File: src/logic/wake_cfg_defs.svh
// Offsets, field positions, reset values and sizes of the always-on wake block
// How it works
// Entering sleep or deep sleep copies every user configuration word into retention.
// Restore bit set: each user configuration word is reloaded with its pre-sleep value.
// Restore bit clear: a power-on-default load pulse is given on wake instead.
// Measure bit set: voltage and temperature conversions start first on wake.
// Conversions are 8-bit; results are held for the measurement result sub-register (here held only on wake_volt and wake_temp).
// Only the wake voltage result is flagged valid; temperature is read elsewhere.
// Host keeps reserved wake action bits unchanged; the block stores them as written.
// Six sub-registers at 0x00 to 0x14, stepping by four.
// Wake action register is 24-bit read/write and selects the wake actions.
// PLL idle bit set: after wake the block requests PLL idle until locked.
// Receive bit set: PLL idle is reached first, then the receiver is enabled.
// Calibration bit set: receiver calibration runs on wake, before receive.
`ifndef WAKE_CFG_DEFS_SVH
`define WAKE_CFG_DEFS_SVH

`define OFF_WAKE_ACTION 5'h00
`define OFF_RET_CMD 5'h04
`define OFF_RET_RDATA 5'h08
`define OFF_RET_ADDR 5'h0c
`define OFF_RET_WDATA 5'h10
`define OFF_RET_CFG 5'h14

`define WAKE_W 24
`define CMD_W 8
`define WAKE_RST 24'h010000
`define CMD_RST 8'h00
`define WORD_RST 32'h00000000

`define BIT_RESTORE 0
`define BIT_MEASURE 1
`define BIT_PLL_IDLE 8
`define BIT_RECEIVE 9
`define BIT_RX_CAL 11

`define CMD_RESTORE 0
`define CMD_SAVE 1

`define MEAS_W 8
`define CFG_WORDS 8
`define IDX_W 3
`define IDX_LAST 3'h7
`define IDX_ZERO 3'h0
`define IDX_ONE 3'h1

`endif

File: src/logic/wake_cfg_pkg.sv
// Types shared by the always-on wake block
package wake_cfg_pkg;

  typedef enum logic [3:0] {
    ST_RUN,
    ST_SAVE,
    ST_SLEEP,
    ST_LOAD,
    ST_POR,
    ST_MEAS,
    ST_CAL,
    ST_PLL,
    ST_RX
  } wake_state_e;

  typedef logic [1:0] stage_t;

endpackage : wake_cfg_pkg

File: src/logic/retention_if.sv
// Port bundle between the sequencer and the retention array
`timescale 1ns/100ps
`default_nettype none
`include "wake_cfg_defs.svh"

interface retention_if;
  logic we;
  logic [`IDX_W-1:0] idx;
  logic [31:0] wdata;
  logic [31:0] rdata;

  modport ctrl (output we, output idx, output wdata, input rdata);
  modport store (input we, input idx, input wdata, output rdata);
endinterface : retention_if

`default_nettype wire

File: src/logic/always_on_wake_config.sv
// Always-on wake sequencer with its sub-register file
`timescale 1ns/100ps
`default_nettype none
`include "wake_cfg_defs.svh"

module always_on_wake_config
  import wake_cfg_pkg::*;
(
  input wire logic core_clk,
  input wire logic rst_n,
  input wire logic [4:0] reg_addr,
  input wire logic reg_wr,
  input wire logic reg_rd,
  input wire logic [31:0] reg_wdata,
  output logic [31:0] reg_rdata,
  output logic reg_ack,
  input wire logic sleep_enter,
  output logic sleep_ready,
  input wire logic wake_up,
  output logic [`IDX_W-1:0] cfg_snap_idx,
  input wire logic [31:0] cfg_snap_data,
  output logic cfg_load_valid,
  output logic [`IDX_W-1:0] cfg_load_idx,
  output logic [31:0] cfg_load_data,
  output logic cfg_por_load,
  output logic sar_start,
  input wire logic sar_done,
  input wire logic [`MEAS_W-1:0] sar_volt,
  input wire logic [`MEAS_W-1:0] sar_temp,
  output logic [`MEAS_W-1:0] wake_volt,
  output logic [`MEAS_W-1:0] wake_temp,
  output logic wake_volt_valid,
  output logic rx_cal_start,
  input wire logic rx_cal_done,
  output logic pll_idle_req,
  input wire logic pll_locked,
  output logic rx_enable,
  output logic wake_busy
);

  ////////////////////////////////////////////////////////////////////////////
  // Decoding helpers

  function automatic logic hit(input logic [4:0] addr, input logic [4:0] off);
    hit = (addr == off);
  endfunction : hit

  // Next wake stage after the given one, skipping disabled stages
  function automatic wake_state_e next_stage(
    input stage_t done_lvl,
    input logic [`WAKE_W-1:0] cfg
  );
    wake_state_e s;
    s = ST_RUN;
    if (done_lvl < 2'd1 && cfg[`BIT_MEASURE]) begin
      s = ST_MEAS;
    end else if (done_lvl < 2'd2 && cfg[`BIT_RX_CAL]) begin
      s = ST_CAL;
    end else if (done_lvl < 2'd3 &&
                 (cfg[`BIT_PLL_IDLE] || cfg[`BIT_RECEIVE])) begin
      s = ST_PLL;
    end else if (cfg[`BIT_RECEIVE]) begin
      s = ST_RX;
    end
    next_stage = s;
  endfunction : next_stage

  ////////////////////////////////////////////////////////////////////////////
  // Retention array

  retention_if ret ();

  retention_array u_array (
    .core_clk(core_clk),
    .rst_n(rst_n),
    .ret(ret)
  );

  ////////////////////////////////////////////////////////////////////////////
  // Sub-register file

  logic [`WAKE_W-1:0] wake_cfg_reg;
  logic [`WAKE_W-1:0] wake_cfg_next;
  logic [`CMD_W-1:0] cmd_reg;
  logic [`CMD_W-1:0] cmd_next;
  logic [31:0] ret_addr_reg;
  logic [31:0] ret_addr_next;
  logic [31:0] ret_wdata_reg;
  logic [31:0] ret_wdata_next;
  logic [31:0] ret_cfg_reg;
  logic [31:0] ret_cfg_next;
  logic [31:0] rdata_reg;
  logic [31:0] rdata_next;
  logic ack_reg;
  logic ack_next;

  // Sequencer state, declared early for the command clear
  wake_state_e state_reg;
  wake_state_e state_next;
  logic cmd_done_save;
  logic cmd_done_restore;

  always_comb begin
    wake_cfg_next = wake_cfg_reg;
    cmd_next = cmd_reg;
    ret_addr_next = ret_addr_reg;
    ret_wdata_next = ret_wdata_reg;
    ret_cfg_next = ret_cfg_reg;
    rdata_next = rdata_reg;
    ack_next = reg_wr || reg_rd;
    if (reg_wr) begin
      // Reserved bits are stored as written; host keeps them intact
      if (hit(reg_addr, `OFF_WAKE_ACTION)) begin
        wake_cfg_next = reg_wdata[`WAKE_W-1:0];
      end
      if (hit(reg_addr, `OFF_RET_CMD)) begin
        cmd_next = reg_wdata[`CMD_W-1:0];
      end
      if (hit(reg_addr, `OFF_RET_ADDR)) begin
        ret_addr_next = reg_wdata;
      end
      if (hit(reg_addr, `OFF_RET_WDATA)) begin
        ret_wdata_next = reg_wdata;
      end
      if (hit(reg_addr, `OFF_RET_CFG)) begin
        ret_cfg_next = reg_wdata;
      end
    end
    // Auto clear once executed; a fresh host write in the same cycle wins
    if (cmd_done_save && !(reg_wr && hit(reg_addr, `OFF_RET_CMD))) begin
      cmd_next[`CMD_SAVE] = 1'b0;
    end
    if (cmd_done_restore && !(reg_wr && hit(reg_addr, `OFF_RET_CMD))) begin
      cmd_next[`CMD_RESTORE] = 1'b0;
    end
    if (reg_rd) begin
      rdata_next = 32'h00000000;
      case (reg_addr)
        `OFF_WAKE_ACTION: rdata_next = {8'h00, wake_cfg_reg};
        `OFF_RET_CMD: rdata_next = {24'h000000, cmd_reg};
        `OFF_RET_RDATA: rdata_next = 32'h00000000;
        `OFF_RET_ADDR: rdata_next = ret_addr_reg;
        `OFF_RET_WDATA: rdata_next = ret_wdata_reg;
        `OFF_RET_CFG: rdata_next = ret_cfg_reg;
        default: rdata_next = 32'h00000000;
      endcase
    end
  end

  always_ff @(posedge core_clk or negedge rst_n) begin
    if (!rst_n) begin
      wake_cfg_reg <= `WAKE_RST;
      cmd_reg <= `CMD_RST;
      ret_addr_reg <= `WORD_RST;
      ret_wdata_reg <= `WORD_RST;
      ret_cfg_reg <= `WORD_RST;
      rdata_reg <= `WORD_RST;
      ack_reg <= 1'b0;
    end else begin
      wake_cfg_reg <= wake_cfg_next;
      cmd_reg <= cmd_next;
      ret_addr_reg <= ret_addr_next;
      ret_wdata_reg <= ret_wdata_next;
      ret_cfg_reg <= ret_cfg_next;
      rdata_reg <= rdata_next;
      ack_reg <= ack_next;
    end
  end

  assign reg_rdata = rdata_reg;
  assign reg_ack = ack_reg;

  ////////////////////////////////////////////////////////////////////////////
  // Wake sequencer

  logic [`IDX_W-1:0] idx_reg;
  logic [`IDX_W-1:0] idx_next;
  logic from_sleep_reg;
  logic from_sleep_next;
  logic load_valid_reg;
  logic load_valid_next;
  logic [`IDX_W-1:0] load_idx_reg;
  logic [`IDX_W-1:0] load_idx_next;
  logic [31:0] load_data_reg;
  logic [31:0] load_data_next;
  logic ready_reg;
  logic ready_next;
  logic [`MEAS_W-1:0] volt_reg;
  logic [`MEAS_W-1:0] volt_next;
  logic [`MEAS_W-1:0] temp_reg;
  logic [`MEAS_W-1:0] temp_next;
  logic volt_ok_reg;
  logic volt_ok_next;
  logic last_word;

  assign last_word = (idx_reg == `IDX_LAST);

  always_comb begin
    state_next = state_reg;
    idx_next = idx_reg;
    from_sleep_next = from_sleep_reg;
    load_valid_next = 1'b0;
    load_idx_next = load_idx_reg;
    load_data_next = load_data_reg;
    ready_next = 1'b0;
    volt_next = volt_reg;
    temp_next = temp_reg;
    volt_ok_next = volt_ok_reg;
    cmd_done_save = 1'b0;
    cmd_done_restore = 1'b0;
    ret.we = 1'b0;
    ret.idx = idx_reg;
    ret.wdata = cfg_snap_data;
    case (state_reg)
      ST_RUN: begin
        idx_next = `IDX_ZERO;
        // Sleep entry takes priority over pending host commands
        if (sleep_enter) begin
          from_sleep_next = 1'b1;
          state_next = ST_SAVE;
        end else if (cmd_reg[`CMD_SAVE]) begin
          from_sleep_next = 1'b0;
          state_next = ST_SAVE;
        end else if (cmd_reg[`CMD_RESTORE]) begin
          from_sleep_next = 1'b0;
          state_next = ST_LOAD;
        end
      end
      ST_SAVE: begin
        ret.we = 1'b1;
        idx_next = idx_reg + `IDX_ONE;
        if (last_word) begin
          if (from_sleep_reg) begin
            ready_next = 1'b1;
            state_next = ST_SLEEP;
          end else begin
            cmd_done_save = 1'b1;
            state_next = ST_RUN;
          end
        end
      end
      ST_SLEEP: begin
        idx_next = `IDX_ZERO;
        if (wake_up) begin
          volt_ok_next = 1'b0;
          if (wake_cfg_reg[`BIT_RESTORE]) begin
            state_next = ST_LOAD;
          end else begin
            state_next = ST_POR;
          end
        end
      end
      ST_LOAD: begin
        load_valid_next = 1'b1;
        load_idx_next = idx_reg;
        load_data_next = ret.rdata;
        idx_next = idx_reg + `IDX_ONE;
        if (last_word) begin
          if (from_sleep_reg) begin
            state_next = next_stage(2'd0, wake_cfg_reg);
          end else begin
            cmd_done_restore = 1'b1;
            state_next = ST_RUN;
          end
        end
      end
      ST_POR: begin
        state_next = next_stage(2'd0, wake_cfg_reg);
      end
      ST_MEAS: begin
        if (sar_done) begin
          volt_next = sar_volt;
          temp_next = sar_temp;
          volt_ok_next = 1'b1;
          state_next = next_stage(2'd1, wake_cfg_reg);
        end
      end
      ST_CAL: begin
        if (rx_cal_done) begin
          state_next = next_stage(2'd2, wake_cfg_reg);
        end
      end
      ST_PLL: begin
        if (pll_locked) begin
          state_next = next_stage(2'd3, wake_cfg_reg);
        end
      end
      ST_RX: begin
        state_next = ST_RUN;
      end
      default: begin
        state_next = ST_RUN;
      end
    endcase
  end

  always_ff @(posedge core_clk or negedge rst_n) begin
    if (!rst_n) begin
      state_reg <= ST_RUN;
      idx_reg <= `IDX_ZERO;
      from_sleep_reg <= 1'b0;
      load_valid_reg <= 1'b0;
      load_idx_reg <= `IDX_ZERO;
      load_data_reg <= `WORD_RST;
      ready_reg <= 1'b0;
      volt_reg <= '0;
      temp_reg <= '0;
      volt_ok_reg <= 1'b0;
    end else begin
      state_reg <= state_next;
      idx_reg <= idx_next;
      from_sleep_reg <= from_sleep_next;
      load_valid_reg <= load_valid_next;
      load_idx_reg <= load_idx_next;
      load_data_reg <= load_data_next;
      ready_reg <= ready_next;
      volt_reg <= volt_next;
      temp_reg <= temp_next;
      volt_ok_reg <= volt_ok_next;
    end
  end

  ////////////////////////////////////////////////////////////////////////////
  // Stage outputs registered from the next state: pulses on entering each stage, PLL request held through its stage

  logic por_reg;
  logic sar_reg;
  logic cal_reg;
  logic pll_reg;
  logic rx_reg;
  logic entering;

  assign entering = (state_next != state_reg);

  always_ff @(posedge core_clk or negedge rst_n) begin
    if (!rst_n) begin
      por_reg <= 1'b0;
      sar_reg <= 1'b0;
      cal_reg <= 1'b0;
      pll_reg <= 1'b0;
      rx_reg <= 1'b0;
    end else begin
      por_reg <= entering && (state_next == ST_POR);
      sar_reg <= entering && (state_next == ST_MEAS);
      cal_reg <= entering && (state_next == ST_CAL);
      pll_reg <= (state_next == ST_PLL);
      rx_reg <= entering && (state_next == ST_RX);
    end
  end

  assign cfg_snap_idx = idx_reg;
  assign cfg_load_valid = load_valid_reg;
  assign cfg_load_idx = load_idx_reg;
  assign cfg_load_data = load_data_reg;
  assign cfg_por_load = por_reg;
  assign sleep_ready = ready_reg;
  assign sar_start = sar_reg;
  assign rx_cal_start = cal_reg;
  assign pll_idle_req = pll_reg;
  assign rx_enable = rx_reg;
  assign wake_volt = volt_reg;
  // Temperature is passed on but never flagged valid
  assign wake_temp = temp_reg;
  assign wake_volt_valid = volt_ok_reg;
  assign wake_busy = (state_reg != ST_RUN);

endmodule : always_on_wake_config

`default_nettype wire

File: src/logic/retention_array.sv
// Always-on retention array, flip-flop words addressed by index
`timescale 1ns/100ps
`default_nettype none
`include "wake_cfg_defs.svh"

module retention_array
  import wake_cfg_pkg::*;
(
  input wire logic core_clk,
  input wire logic rst_n,
  retention_if.store ret
);

  logic [31:0] word_reg [`CFG_WORDS];
  logic [31:0] word_next [`CFG_WORDS];

  genvar gi;
  generate
    for (gi = 0; gi < `CFG_WORDS; gi++) begin : g_word
      always_comb begin
        word_next[gi] = word_reg[gi];
        if (ret.we && (ret.idx == `IDX_W'(gi))) begin
          word_next[gi] = ret.wdata;
        end
      end

      always_ff @(posedge core_clk or negedge rst_n) begin
        if (!rst_n) begin
          word_reg[gi] <= `WORD_RST;
        end else begin
          word_reg[gi] <= word_next[gi];
        end
      end
    end
  endgenerate

  assign ret.rdata = word_reg[ret.idx];

endmodule : retention_array

`default_nettype wire

File: config.mk
export PLATFORM = sky130hd
export DESIGN_NAME = always_on_wake_config
export DESIGN_NICKNAME = d
export VERILOG_FILES = /design/src/logic/wake_cfg_pkg.sv /design/src/logic/retention_if.sv /design/src/logic/always_on_wake_config.sv /design/src/logic/retention_array.sv
export VERILOG_INCLUDE_DIRS = /design/src /design/src/logic
export SDC_FILE = /design/constraint.sdc
export NUM_CORES = 1
export LEC_CHECK = 0
export BUFFER_PORTS_ARGS = -buffer_cell sky130_fd_sc_hd__buf_2
export CAP_MARGIN = 10
export CORE_ASPECT_RATIO = 0.9
export CORE_MARGIN = 2
export CORE_UTILIZATION = 54
export CTS_CLUSTER_SIZE = 28
export DETAILED_ROUTE_END_ITERATION = 7
export PLACE_DENSITY = 0.73
export SYNTH_ARGS = -nofsm -noshare
export SYNTH_HDL_FRONTEND = slang
export SYNTH_SLANG_ARGS = --single-unit
File: constraint.sdc
create_clock -name core_clk -period 3.26 [get_ports core_clk]
set_input_delay 0.652 -clock core_clk [delete_from_list [all_inputs] [get_ports core_clk]]
set_output_delay 0.652 -clock core_clk [all_outputs]
set_load 0.03 [all_outputs]
## Yosys cells after proc, flatten, opt, wreduce, memory -nomap -nowiden

Cells that the tools add are included.
W data, S select, Z words.

| word-level totals | value |
|---|---|
| flip-flop bits (word level) | 484 |
| input bits | 94 |
| output and inout port bits | 96 |
| word-level logic and storage cells | 143 |

| operators by class | value |
|---|---|
| add/sub/neg operators | 1 |
| $lt $le $gt $ge | 1 |
| equality and inequality tests | 26 |
| multiplexer cells | 41 |
| bitwise logic cells | 1 |
| reductions and logical operators | 41 |

Operators with widths:

| kind | number |
|---|---|
| $pmux W32 S5 | 1 |
| $bmux W32 S3 | 1 |
| $mux W32 | 2 |
| $mux W4 | 14 |
| $eq A4 B3 Y1 const B | 8 |
| $pmux W4 S8 | 1 |
| $reduce_and A2 Y1 | 9 |
| $mux W1 | 16 |
| $logic_and A1 B1 Y1 | 15 |
| $eq A3 B3 Y1 const B | 4 |
| $reduce_bool A2 Y1 | 6 |
| $eq A5 B5 Y1 const B | 2 |
| $eq A4 B2 Y1 const B | 2 |
| $eq A3 B2 Y1 const B | 2 |
| $mux W2 | 3 |
| $pmux W3 S2 | 1 |
| $eq A5 B3 Y1 const B | 1 |
| $eq A5 B4 Y1 const B | 1 |
| $logic_not A5 Y1 | 1 |
| $eq A4 B1 Y1 const B | 1 |
| $eq A4 B4 Y1 const B | 1 |
| $ge A4 B4 Y1 const B | 1 |
| $logic_not A4 Y1 | 1 |
| $ne A2 B2 Y1 const B | 2 |
| other kinds (13) | 15 |

## Logic depth before layout (Yosys ltp)

Gate-level depths: netlist (run 1).

| depth | value |
|---|---|
| depth in word-level cells | 9 |
| depth in mapped cells | 7 |
| gate-level depth less buffers | 7 |

## Hierarchy

From an unflattened synthesis (run 1), not the netlist that was laid out.

| unflattened totals | value |
|---|---|
| cells, all modules | 1500 |
| area total of the unflattened synthesis | 21021.4 µm² |

By module, submodules not included:

| module | times used | cells an instance | area each (µm²) | sequential area each (µm²) |
|---|---|---|---|---|
| retention_array | 1 | 799 | 11599.9 | 6406.1 |
| always_on_wake_config | 1 | 701 | 9421.5 | 5706.7 |

## Worst setup path after synthesis (run 1)

OpenSTA, ideal clock, no wires.

| timing | value |
|---|---|
| path type | flip-flop to flip-flop |
| start point | register idx_reg[1], in the netlist cfg_snap_idx[1] |
| end point | register u_array.word_reg[194] in the netlist's numbering |
| library setup time | 125 ps |
| data arrival time | 2230 ps |
| data required time | 3135 ps |
| path slack | 906 ps |
| cell stages (with the launch flop) | 8 |
| buffers on the path | 3 |
| period minus slack after synthesis | 2354 ps |
| cell sequence | dfrtp_1 clkbuf_1 clkbuf_1 inv_1 ha_1 nand2_1 buf_2 mux2_2 |

| on the way | value |
|---|---|
| word-level cells in the longest chain between the ends | 2 |

RTL lines:

| what | RTL line | text |
|---|---|---|
| from (decl) | always_on_wake_config.sv:176 | `` logic [`IDX_W-1:0] idx_reg; `` |
| from (signal assigned) | always_on_wake_config.sv:300 | `` idx_reg <= `IDX_ZERO; `` |
| from (signal assigned) | always_on_wake_config.sv:311 | `idx_reg <= idx_next;` |
| $eq A3 B1 Y1 | retention_array.sv:22 | `` if (ret.we && (ret.idx == `IDX_W'(gi))) begin `` |
| $logic_and A1 B1 Y1 | retention_array.sv:22 |  |
| to (signal, indexed assignment) | retention_array.sv:29 | `` word_reg[gi] <= `WORD_RST; `` |
| to (signal, indexed assignment) | retention_array.sv:31 | `word_reg[gi] <= word_next[gi];` |
| to (decl) | retention_array.sv:14 | `` logic [31:0] word_reg [`CFG_WORDS]; `` |

Every way passes these cells.
A chain may end at the register's enable or synchronous reset.

## Worst setup path after layout (run 1)

| timing | value |
|---|---|
| start point | register idx_reg[0], in the netlist cfg_snap_idx[0] |
| end point | output port cfg_snap_idx[0] |

RTL lines:

| what | RTL line | text |
|---|---|---|
| to (decl) | always_on_wake_config.sv:20 | `` output logic [`IDX_W-1:0] cfg_snap_idx, `` |

No word-level cell between the ends.

==> flow_summary.json, run 1 <==
{
  "top_layer_used": "met5",
  "gr-total-overflow": 0,
  "core_mm2": 0.03747,
  "fp.dieW_um": 210.2,
  "finalCritPeriodShare_pct": 86.77,
  "finalWirelength_um": 46410,
  "std_cell_rows": 67,
  "clk_pin_slew_ns": 0.06,
  "layout_setup_ws_ns": 0.4314,
  "drv_slew": 0,
  "yosysTopAreaCell": "dfrtp_1",
  "yosysSeqAreaShare_pct": 58.62,
  "crit_chain": "buf_4 > buf_2",
  "syn_inst": 1432,
  "slew_headroom_pct": 45.37,
  "period_minus_slack_ns": 2.829,
  "nets": 1726,
  "clkLatencyLatePin_ns": 0.56,
  "fin_skew_ns": 0.007465,
  "crit_buf_inv": 2,
  "drc": 0,
  "cts_hold_buf": 0,
  "gp_congestion": 0.8083,
  "track_usage_pct": 23.86,
  "cp_top_family": "buffers and inverters",
  "vias": 12780,
  "layout-drive-gt1-share_pct": 45.92,
  "synth_top_area_share_pct": 58.49,
  "status": "complete, no violations",
  "synth_area_mm2": 0.02066,
  "first_iter_violations": 922,
  "reg2reg_from": "cfg_snap_idx[0]",
  "start_kind": "register",
  "layout.cells.non_filler": 2153,
  "synth_area_per_cell_um2": 14.43,
  "hold_slack_ns": 0.05376,
  "critPathLaunch": "cfg_snap_idx[0]",
  "yosys.area_share.xor_xnor_pct": 0,
  "post-dp-hpwl_um": 27890,
  "fin_tns_setup_ns": 0,
  "numCtsBuffers": 49,
  "synth_compound_area_share_pct": 5.855,
  "root_buffer": "clkbuf_16",
  "synthMuxAreaShare_pct": 28.44,
  "synthAdderAreaFrac_pct": 0.3633,
  "firstDrtPassIters": 5,
  "drt-wirelength-per-cell_um": 21.56,
  "peakVddDrop_uv": 601.5,
  "maxCapViolCount": 0,
  "cts_setup_buffers": 0,
  "worstPathArrival_ns": 2.18,
  "ant_nets": 0,
  "cts_tree": "done",
  "clock_sinks": 484,
  "port_buffers": 189,
  "wl_met2_um": 22450,
  "synth.top_cells.by_area": "dfrtp_1 58%, mux2_2 20%, mux4_2 7.0%, nand2_1 1.6%, a22oi_1 1.5%",
  "ys_types": 54,
  "wl_met1_um": 20810,
  "hold_viol": 0,
  "crit_fanout": 28,
  "yosys.area_share.simple_pct": 4.027,
  "endpoint": "cfg_snap_idx[0]",
  "ioPinCount": 190,
  "crit_path_end_kind": "output pin",
  "htree_levels": 2,
  "via_per_inst": 5.937,
  "synth_top_family_by_area": "multiplexers",
  "largest_reg_flops": 256,
  "cts_max_path_buffers": 3,
  "async_flop_share_pct": 100.0,
  "grt_max_degree": 79,
  "slowest_stage": "dfrtp_4",
  "grt_setup_unrepaired": "no",
  "syn_to_final_growth_pct": 15.37,
  "p_total_mw": 22.88,
  "syn_nets": 1532,
  "cts_resized": 0,
  "synth-edff-count": 0,
  "yosysWarnings": 0,
  "path_class": "register to output pin",
  "fmax_ghz": 0.3535,
  "required_ns": 2.61,
  "reg2regPathDepth": 7,
  "min_path_type": "input port to async pin",
  "grt_pass1_wl_um": 74730,
  "slowest_delay_ns": 0.78,
  "synth-seq-cells": 484,
  "worstMarginPinSlew_ns": 0.8195,
  "fp.dieH_um": 189.6,
  "power_density_mw_per_mm2": 959.6,
  "grt_pass1_vias": 13430,
  "dr_wl_met3_um": 2521,
  "start_util_pct": 55.14,
  "dieArea_mm2": 0.03985,
  "antenna_found_initial": 4,
  "placed_cells": 2058,
  "dp_slack_ns": 0.7480,
  "cp_num_cells": 2,
  "r2r-end": "rx_cal_start",
  "setup_violations": 0,
  "rrSetupSlack_ns": 0.87,
  "synth_ff_type": "dfrtp_1",
  "p_leak_nw": 10.52
}
## synthesized netlist by cell type, types with 2 or more instances
| master | count |
|---|---|
| a21o_1 | 24 |
| a21oi_1 | 5 |
| a222oi_1 | 16 |
| a22oi_1 | 40 |
| a31oi_1 | 32 |
| and3_1 | 2 |
| buf_1 | 3 |
| buf_2 | 49 |
| clkbuf_1 | 35 |
| dfrtp_1 | 483 |
| ha_1 | 6 |
| inv_1 | 42 |
| mux2_1 | 17 |
| mux2_2 | 376 |
| mux4_2 | 64 |
| nand2_1 | 89 |
| nand2_2 | 3 |
| nand2b_1 | 4 |
| nand3_1 | 9 |
| nand3b_1 | 2 |
| nor2_1 | 38 |
| nor2_2 | 2 |
| nor2b_1 | 4 |
| nor3_1 | 7 |
| nor3_4 | 2 |
| nor3b_1 | 2 |
| nor4_1 | 3 |
| o211ai_1 | 2 |
| o21ai_0 | 38 |
| o22ai_1 | 8 |
| or2_2 | 2 |
## final cells by class
cell class / count / area, um^2
Sequential cell: 484 / 12120
Timing Repair Buffer: 231 / 1371
Clock inverter: 16 / 147.6
Clock buffer: 75 / 1424
Antenna cell: 4 / 10.01
Fill cell: 2763 / 13630
Multi-Input combinational cell: 817 / 8004
Tap cell: 483 / 604.3
Inverter: 43 / 161.4
## logic make-up (layout without fill, tap and decap cells)
| family | after synthesis | count (layout) |
|---|---|---|
| buffers and inverters | 131 | 365 |
| other | 0 | 4 |
| AO/OA/AOI/OAI | 175 | 175 |
| adder cells (fa/ha/maj) | 6 | 6 |
| AND/OR/NAND/NOR | 178 | 178 |
| multiplexers | 458 | 458 |
| flip-flops | 484 | 484 |
## worst reg2reg max path, delay by kind of cell, from the launching register on
| kind | cells | cell delay [ns] |
|---|---|---|
| adders and majority gates | 2 | 0.58 |
| and+or+nand+nor | 2 | 0.27 |
| AOI/OAI and AO/OA | 3 | 0.70 |
| DFF | 1 | 0.70 |
## where the power goes
| part | switching, mW | internal [mW] | total, mW | leakage (nW) |
|---|---|---|---|---|
| registers | 1.31 | 8.37 | 9.68 | 5.87 |
| clock network | 2.30 | 3.17 | 5.47 | 0.764 |
| logic | 3.62 | 4.10 | 7.72 | 3.88 |
| total | 7.23 | 15.6 | 22.9 | 10.5 |
## worst min path at each step
stage	startpoint	to	cells after the start
4_1_cts	rst_n	ret_cfg_reg[16]	1
3_5_place_dp	ret_addr_reg[1]	ret_addr_reg[1]	2
6_report	rst_n	ret_wdata_reg[16]	1
5_1_grt	rst_n	ret_wdata_reg[16]	1
2_1_floorplan	rst_n	cfg_load_data[0]	0
3_3_place_gp	wake_volt_valid	wake_volt_valid	2
## through the flow
step / area, um^2 / util [%]
final: 23840 / 63.62
after global routing: 23830 / 63.59
after CTS: 23830 / 63.59
after detailed placement: 22260 / 59.40
after global placement: 22260 / 59.40
after floorplan: 20660 / -
## placed cells by master, fill, tap and decap left out, drive strengths merged, types with 2 or more instances in the layout
cell type,instances
a2111oi,2
a21o,24
a21oi,5
a222oi,16
a22oi,40
a31oi,32
and3,2
buf,231
bufinv,2
clkbuf,75
clkinv,9
clkinvlp,4
dfrtp,483
diode,4
ha,6
inv,44
mux2,393
mux4,64
nand2,93
nand2b,4
nand3,9
nand3b,2
nor2,41
nor2b,4
nor3,9
nor3b,2
nor4,4
o211ai,2
o21ai,39
o22ai,8
or2,2
## metal layers
layer / vias up / global-route usage, %
met2: 328 / 38.95
met1: 6745 / 34.13
met3: 62 / 4.028
li1: 5646 / -
met4: 2 / 5.074
met5: - / 0
Note: power is estimated with default switching activity, not from simulation.
==> inputs of run 2 (changes only) <==
--- a/config.mk
+++ b/config.mk
@@ -11,8 +11,10 @@
 export CORE_ASPECT_RATIO = 0.9
 export CORE_MARGIN = 2
 export CORE_UTILIZATION = 54
+export CTS_BUF_LIST = sky130_fd_sc_hd__clkbuf_2
 export CTS_CLUSTER_SIZE = 28
 export DETAILED_ROUTE_END_ITERATION = 7
+export HOLD_SLACK_MARGIN = 0.03
 export PLACE_DENSITY = 0.73
 export SYNTH_ARGS = -nofsm -noshare
 export SYNTH_HDL_FRONTEND = slang
==> run 2 against run 1 <==
Worst setup slack worse by 0.19 ns. Register-to-register slack better by 0.06 ns. Critical path depth unchanged. Critical path type unchanged. Worst hold slack better by 0.11 ns. Design area up 1.6%. Non-clock buffer count up 87. Sequential share of layout area down 0.82 points. Die area unchanged. Sequential power down 0.7%. Utilization up 1.0 points. Global-route usage up 0.81 points.
==> flow_summary.json, run 2 (synthesis gave the netlist of run 1 again) <==
{
  "status": "complete, no violations",
  "fp.dieH_um": 189.6,
  "slowest_delay_ns": 0.59,
  "htree_levels": 3,
  "crit_chain": "buf_4 > buf_2",
  "dieArea_mm2": 0.03985,
  "required_ns": 2.61,
  "track_usage_pct": 24.67,
  "gr-total-overflow": 0,
  "finalCritPeriodShare_pct": 92.63,
  "final_common_cell": "dfrtp_1",
  "p_clk_share_pct": 18.6,
  "reg2regPathDepth": 5,
  "clock_sinks": 484,
  "layout_setup_ws_ns": 0.2402,
  "multiInputGateArea_mm2": 0.008009,
  "grt_pass1_wl_um": 76990,
  "antenna_found_initial": 4,
  "drc": 0,
  "seqPwrFrac_pct": 44.7,
  "grt_use_met3_pct": 5.101,
  "setup_violations": 0,
  "nets": 1881,
  "gp_congestion": 0.8083,
  "finalWirelength_um": 47410,
  "first_iter_violations": 817,
  "ant_nets": 0,
  "switching_share_pct": 34.15,
  "grt_setup_unrepaired": "no",
  "hold_viol": 0,
  "core_mm2": 0.03747,
  "cts_tree": "done",
  "largest_reg_flops": 256,
  "grt.met2_usage_pct": 39.96,
  "fp.dieW_um": 210.2,
  "numCtsBuffers": 117,
  "start_util_pct": 55.14,
  "fmax_ghz": 0.3311,
  "drt-wirelength-per-cell_um": 20.12,
  "layout.cells.non_filler": 2356,
  "p_comb_share_pct": 36.6,
  "p_leak_nw": 10.95,
  "crit_fanout": 44,
  "n_fill_cell": 2802,
  "start_kind": "register",
  "firstDrtPassIters": 7,
  "power_density_mw_per_mm2": 886.3,
  "clk_pin_slew_ns": 0.11,
  "crit_path_end_kind": "output pin",
  "root_buffer": "clkbuf_2",
  "grt_pass1_vias": 14320,
  "min_path_type": "input port to async pin",
  "top_usage_layer": "met2",
  "placed_cells": 2058,
  "hold_slack_ns": 0.1624,
  "power.switching_mw": 7.335,
  "slew_headroom_pct": 46.07,
  "grt_max_degree": 79,
  "gr-usage-met1_pct": 33.93,
  "maxCapViolCount": 0,
  "fin_tns_setup_ns": 0,
  "fin_skew_ns": 0.08894,
  "worstMarginPinSlew_ns": 0.8090,
  "peakVddDrop_uv": 518.3,
  "via_per_inst": 5.694,
  "path_class": "register to output pin",
  "worstPathArrival_ns": 2.37,
  "port_buffers": 189,
  "period_minus_slack_ns": 3.020,
  "layout-drive-gt1-share_pct": 46.95,
  "cts_max_path_buffers": 3,
  "drv_slew": 0,
  "slowest_stage": "buf_4",
  "ioPinCount": 190,
  "syn_to_final_growth_pct": 17.28,
  "clkLatencyLatePin_ns": 1.10,
  "power.internal_mw": 14.14,
  "final_cell_mix": "481 x dfrtp_1, 376 x mux2_2, 188 x buf_2, 175 x clkbuf_2, 88 x nand2_1",
  "vias": 13420,
  "std_cell_rows": 67,
  "post-dp-hpwl_um": 27890,
  "register_area_mm2": 0.01212,
  "dp_slack_ns": 0.7480
}
-- run 2: repair_timing --
item / in CTS / in global routing
setup buffers: 1 / 0
pin swaps: 0 / 0
gates resized for setup: 1 / 1
endpoints found under the setup margin: 1 / 1
hold buffers: 86 / 0
hold endpoints to repair: 621 / 0
-- run 2: final timing paths --
path	startpoint	to	slack, ns
max	cfg_snap_idx[1]	cfg_snap_idx[1]	0.24
min	rst_n	reg_rdata[16]	0.16
max reg2reg	state_reg[1]	u_array.word_reg[213]	0.93
min reg2reg	wake_volt_valid	wake_volt_valid	0.49
max in group asynchronous	rst_n	u_array.word_reg[215]	2.16
min in group core_clk	reg_rd	reg_rdata[20]	0.23
-- run 2: layer usage --
| metal | wire length [um] | vias up |
|---|---|---|
| met2 | 23060 | 366 |
| li1 | - | 6019 |
| met3 | 2458 | 75 |
| met1 | 21090 | 6953 |
| met5 | 13 | - |
| met4 | 779 | 2 |
-- run 2: power groups by stage --
stage               Clock [mW]  Combinational, mW  Sequential [mW]
finish                    4.00               7.86             9.61
global route              4.45               8.53             9.88
CTS                       4.14               7.96             9.59
detailed placement           0               7.76             9.75
global placement             0               7.54             9.62
floorplan                    0               5.42             9.94
-- run 2: critical path: cells and delay by family, from the launching register on --
kind | cells | cell delay (ns)
DFF | 1 | 0.40
buffers and inverters | 2 | 0.91
-- run 2: through the flow --
step | cell area [um^2] | utilization, % | power (mW)
global placement | 22260 | 59.40 | 17.16
floorplan | 20660 | - | 15.35
CTS | 24220 | 64.64 | 21.69
global route | 24230 | 64.66 | 22.86
finish | 24230 | 64.67 | 21.48
detailed placement | 22260 | 59.40 | 17.52
-- run 2: cell type report --
type | count | share of cell area [%]
diodes | 3 | 0.03098
clock buffers | 175 | 3.614
clock inverters | 33 | 0.8313
inverters | 43 | 0.6660
multi-input cells | 817 | 33.05
flip-flops and latches | 484 | 50.01
well taps | 483 | 2.494
repair buffers | 318 | 9.309
==> inputs of run 3 (changes only) <==
--- a/config.mk
+++ b/config.mk
@@ -7,15 +7,15 @@
 export NUM_CORES = 1
 export LEC_CHECK = 0
 export BUFFER_PORTS_ARGS = -buffer_cell sky130_fd_sc_hd__buf_2
-export CAP_MARGIN = 10
+export CELL_PAD_IN_SITES_DETAIL_PLACEMENT = 1
+export CELL_PAD_IN_SITES_GLOBAL_PLACEMENT = 2
 export CORE_ASPECT_RATIO = 0.9
 export CORE_MARGIN = 2
-export CORE_UTILIZATION = 54
-export CTS_BUF_LIST = sky130_fd_sc_hd__clkbuf_2
+export CORE_UTILIZATION = 46
 export CTS_CLUSTER_SIZE = 28
 export DETAILED_ROUTE_END_ITERATION = 7
 export HOLD_SLACK_MARGIN = 0.03
-export PLACE_DENSITY = 0.73
+export PLACE_DENSITY = 0.84
 export SYNTH_ARGS = -nofsm -noshare
 export SYNTH_HDL_FRONTEND = slang
 export SYNTH_SLANG_ARGS = --single-unit
==> run 3 against run 2 <==
Final cell count down 3.3%. Global-route usage down 1.8 points. Highest routed layer unchanged. Die area up 17%. Flip-flop and latch count unchanged. Sequential share of layout area about the same. First-iteration DRC count up 5.8%.
==> flow_summary.json, run 3 (synthesis gave the netlist of run 1 again) <==
{
  "drc": 0,
  "cts_setup_buffers": 0,
  "fmax_ghz": 0.3785,
  "layout.cells.non_filler": 2279,
  "numCtsBuffers": 53,
  "dp_slack_ns": 0.6831,
  "crit_fanout": 8,
  "final_cell_mix": "481 x dfrtp_1, 376 x mux2_2, 188 x buf_2, 88 x nand2_1, 64 x mux4_2",
  "n_fill_cell": 4316,
  "layout_setup_ws_ns": 0.6179,
  "finalCritPeriodShare_pct": 81.05,
  "power_density_mw_per_mm2": 976.0,
  "grt_setup_unrepaired": "no",
  "register_area_mm2": 0.01212,
  "ant_nets": 0,
  "finalWirelength_um": 51420,
  "track_usage_pct": 22.85,
  "clk_pin_slew_ns": 0.06,
  "firstDrtPassIters": 5,
  "fin_tns_setup_ns": 0,
  "drt-wirelength-per-cell_um": 22.56,
  "via_per_inst": 5.642,
  "syn_to_final_growth_pct": 17.17,
  "p_total_mw": 23.63,
  "path_class": "register to output pin",
  "vias": 12860,
  "post-dp-hpwl_um": 31360,
  "grt_pass1_wl_um": 82080,
  "p_clk_share_pct": 25.5,
  "min_path_type": "input port to async pin",
  "root_buffer": "clkbuf_16",
  "status": "complete, no violations",
  "drv_slew": 0,
  "setup_violations": 0,
  "cts_tree": "done",
  "period_minus_slack_ns": 2.642,
  "final_common_cell": "dfrtp_1",
  "cts_hold_buf": 0,
  "crit_path_end_kind": "output pin",
  "worstMarginPinSlew_ns": 0.8270,
  "std_cell_rows": 73,
  "fp.dieW_um": 227.4,
  "grt_max_degree": 89,
  "seqPwrFrac_pct": 41.1,
  "start_kind": "register",
  "port_buffers": 189,
  "start_util_pct": 46.65,
  "p_comb_share_pct": 33.4,
  "core_mm2": 0.04430,
  "largest_reg_flops": 256,
  "first_iter_violations": 864,
  "worstPathArrival_ns": 1.99,
  "p_leak_nw": 10.65,
  "gp_congestion": 0.8024,
  "power.switching_mw": 7.570,
  "cts_max_path_buffers": 3,
  "multiInputGateArea_mm2": 0.008004,
  "cts_resized": 0,
  "maxCapViolCount": 0,
  "gr-total-overflow": 0,
  "grt_pass1_vias": 14470,
  "antenna_found_initial": 6,
  "required_ns": 2.61,
  "dieArea_mm2": 0.04664,
  "hold_viol": 0,
  "slew_headroom_pct": 44.71,
  "clock_sinks": 484,
  "switching_share_pct": 32.04,
  "clkLatencyLatePin_ns": 0.60,
  "ioPinCount": 190,
  "fin_skew_ns": 0.02904,
  "power.internal_mw": 16.06,
  "htree_levels": 2,
  "nets": 1734,
  "fp.dieH_um": 205.1,
  "placed_cells": 2179,
  "layout-drive-gt1-share_pct": 46.36,
  "reg2regPathDepth": 5,
  "peakVddDrop_uv": 535.1
}
-- run 3: cell types whose count changed in the layout (fill, tap and decap cells not counted), sizes merged --
cell / before / now
clkbuf: 175 / 78
bufinv: 2 / 4
clkinv: 31 / 13
buf: 232 / 235
dlygate4sd3: 86 / 0
inv: 43 / 44
clkinvlp: 0 / 1
-- run 3: worst paths after layout --
path,start,to,slack (ns)
setup / recovery,state_reg[3],wake_busy,0.62
hold reg to reg,wake_volt_valid,wake_volt_valid,0.48
setup reg to reg,state_reg[3],u_array.word_reg[102],0.99
min in group core_clk,sar_temp[5],wake_temp[5],0.30
hold / removal,rst_n,cfg_load_data[10],0.09
max in group asynchronous,rst_n,u_array.word_reg[91],2.22
-- run 3: metal layers --
metal	global-route usage, %	vias to the layer above	share of wire, %
li1	-	5662	-
met4	6.793	8	2.1
met1	29.94	6839	43
met3	4.045	86	4.4
met5	0	-	0.070
met2	38.92	263	50
-- run 3: final cells by class --
class                   count  share of cell area [%]
well taps                 600                   3.101
clock inverters            19                  0.9405
multi-input cells         817                   33.06
clock buffers              78                   6.367
repair buffers            235                   5.788
flip-flops and latches    484                   50.05
diodes                      3                 0.03101
inverters                  43                  0.6666
-- run 3: power groups by stage --
stage	clock [mW]	sequential [mW]	combinational [mW]
2_1_floorplan	0	9.94	5.42
4_1_cts	6.20	9.69	8.04
3_3_place_gp	0	9.55	7.70
5_1_grt	6.43	9.99	8.59
3_5_place_dp	0	9.76	7.98
6_report	6.03	9.70	7.89
-- run 3: worst max-delay path, cell delays in order, from the launching register on --
cell and delay [ns]:
dfrtp_1 0.47, or2_2 0.35, nor3_1 0.29, inv_1 0.10, buf_2 0.19
-- run 3: per-stage QoR --
stage	util (%)	hold WS (ns)	area (um^2)
floorplan	-	0.3564	20660
global placement	50.65	0.4630	22440
detailed placement	50.65	0.4630	22440
CTS	54.64	0.08373	24200
global route	54.65	0.1041	24210
finish	54.66	0.08665	24210
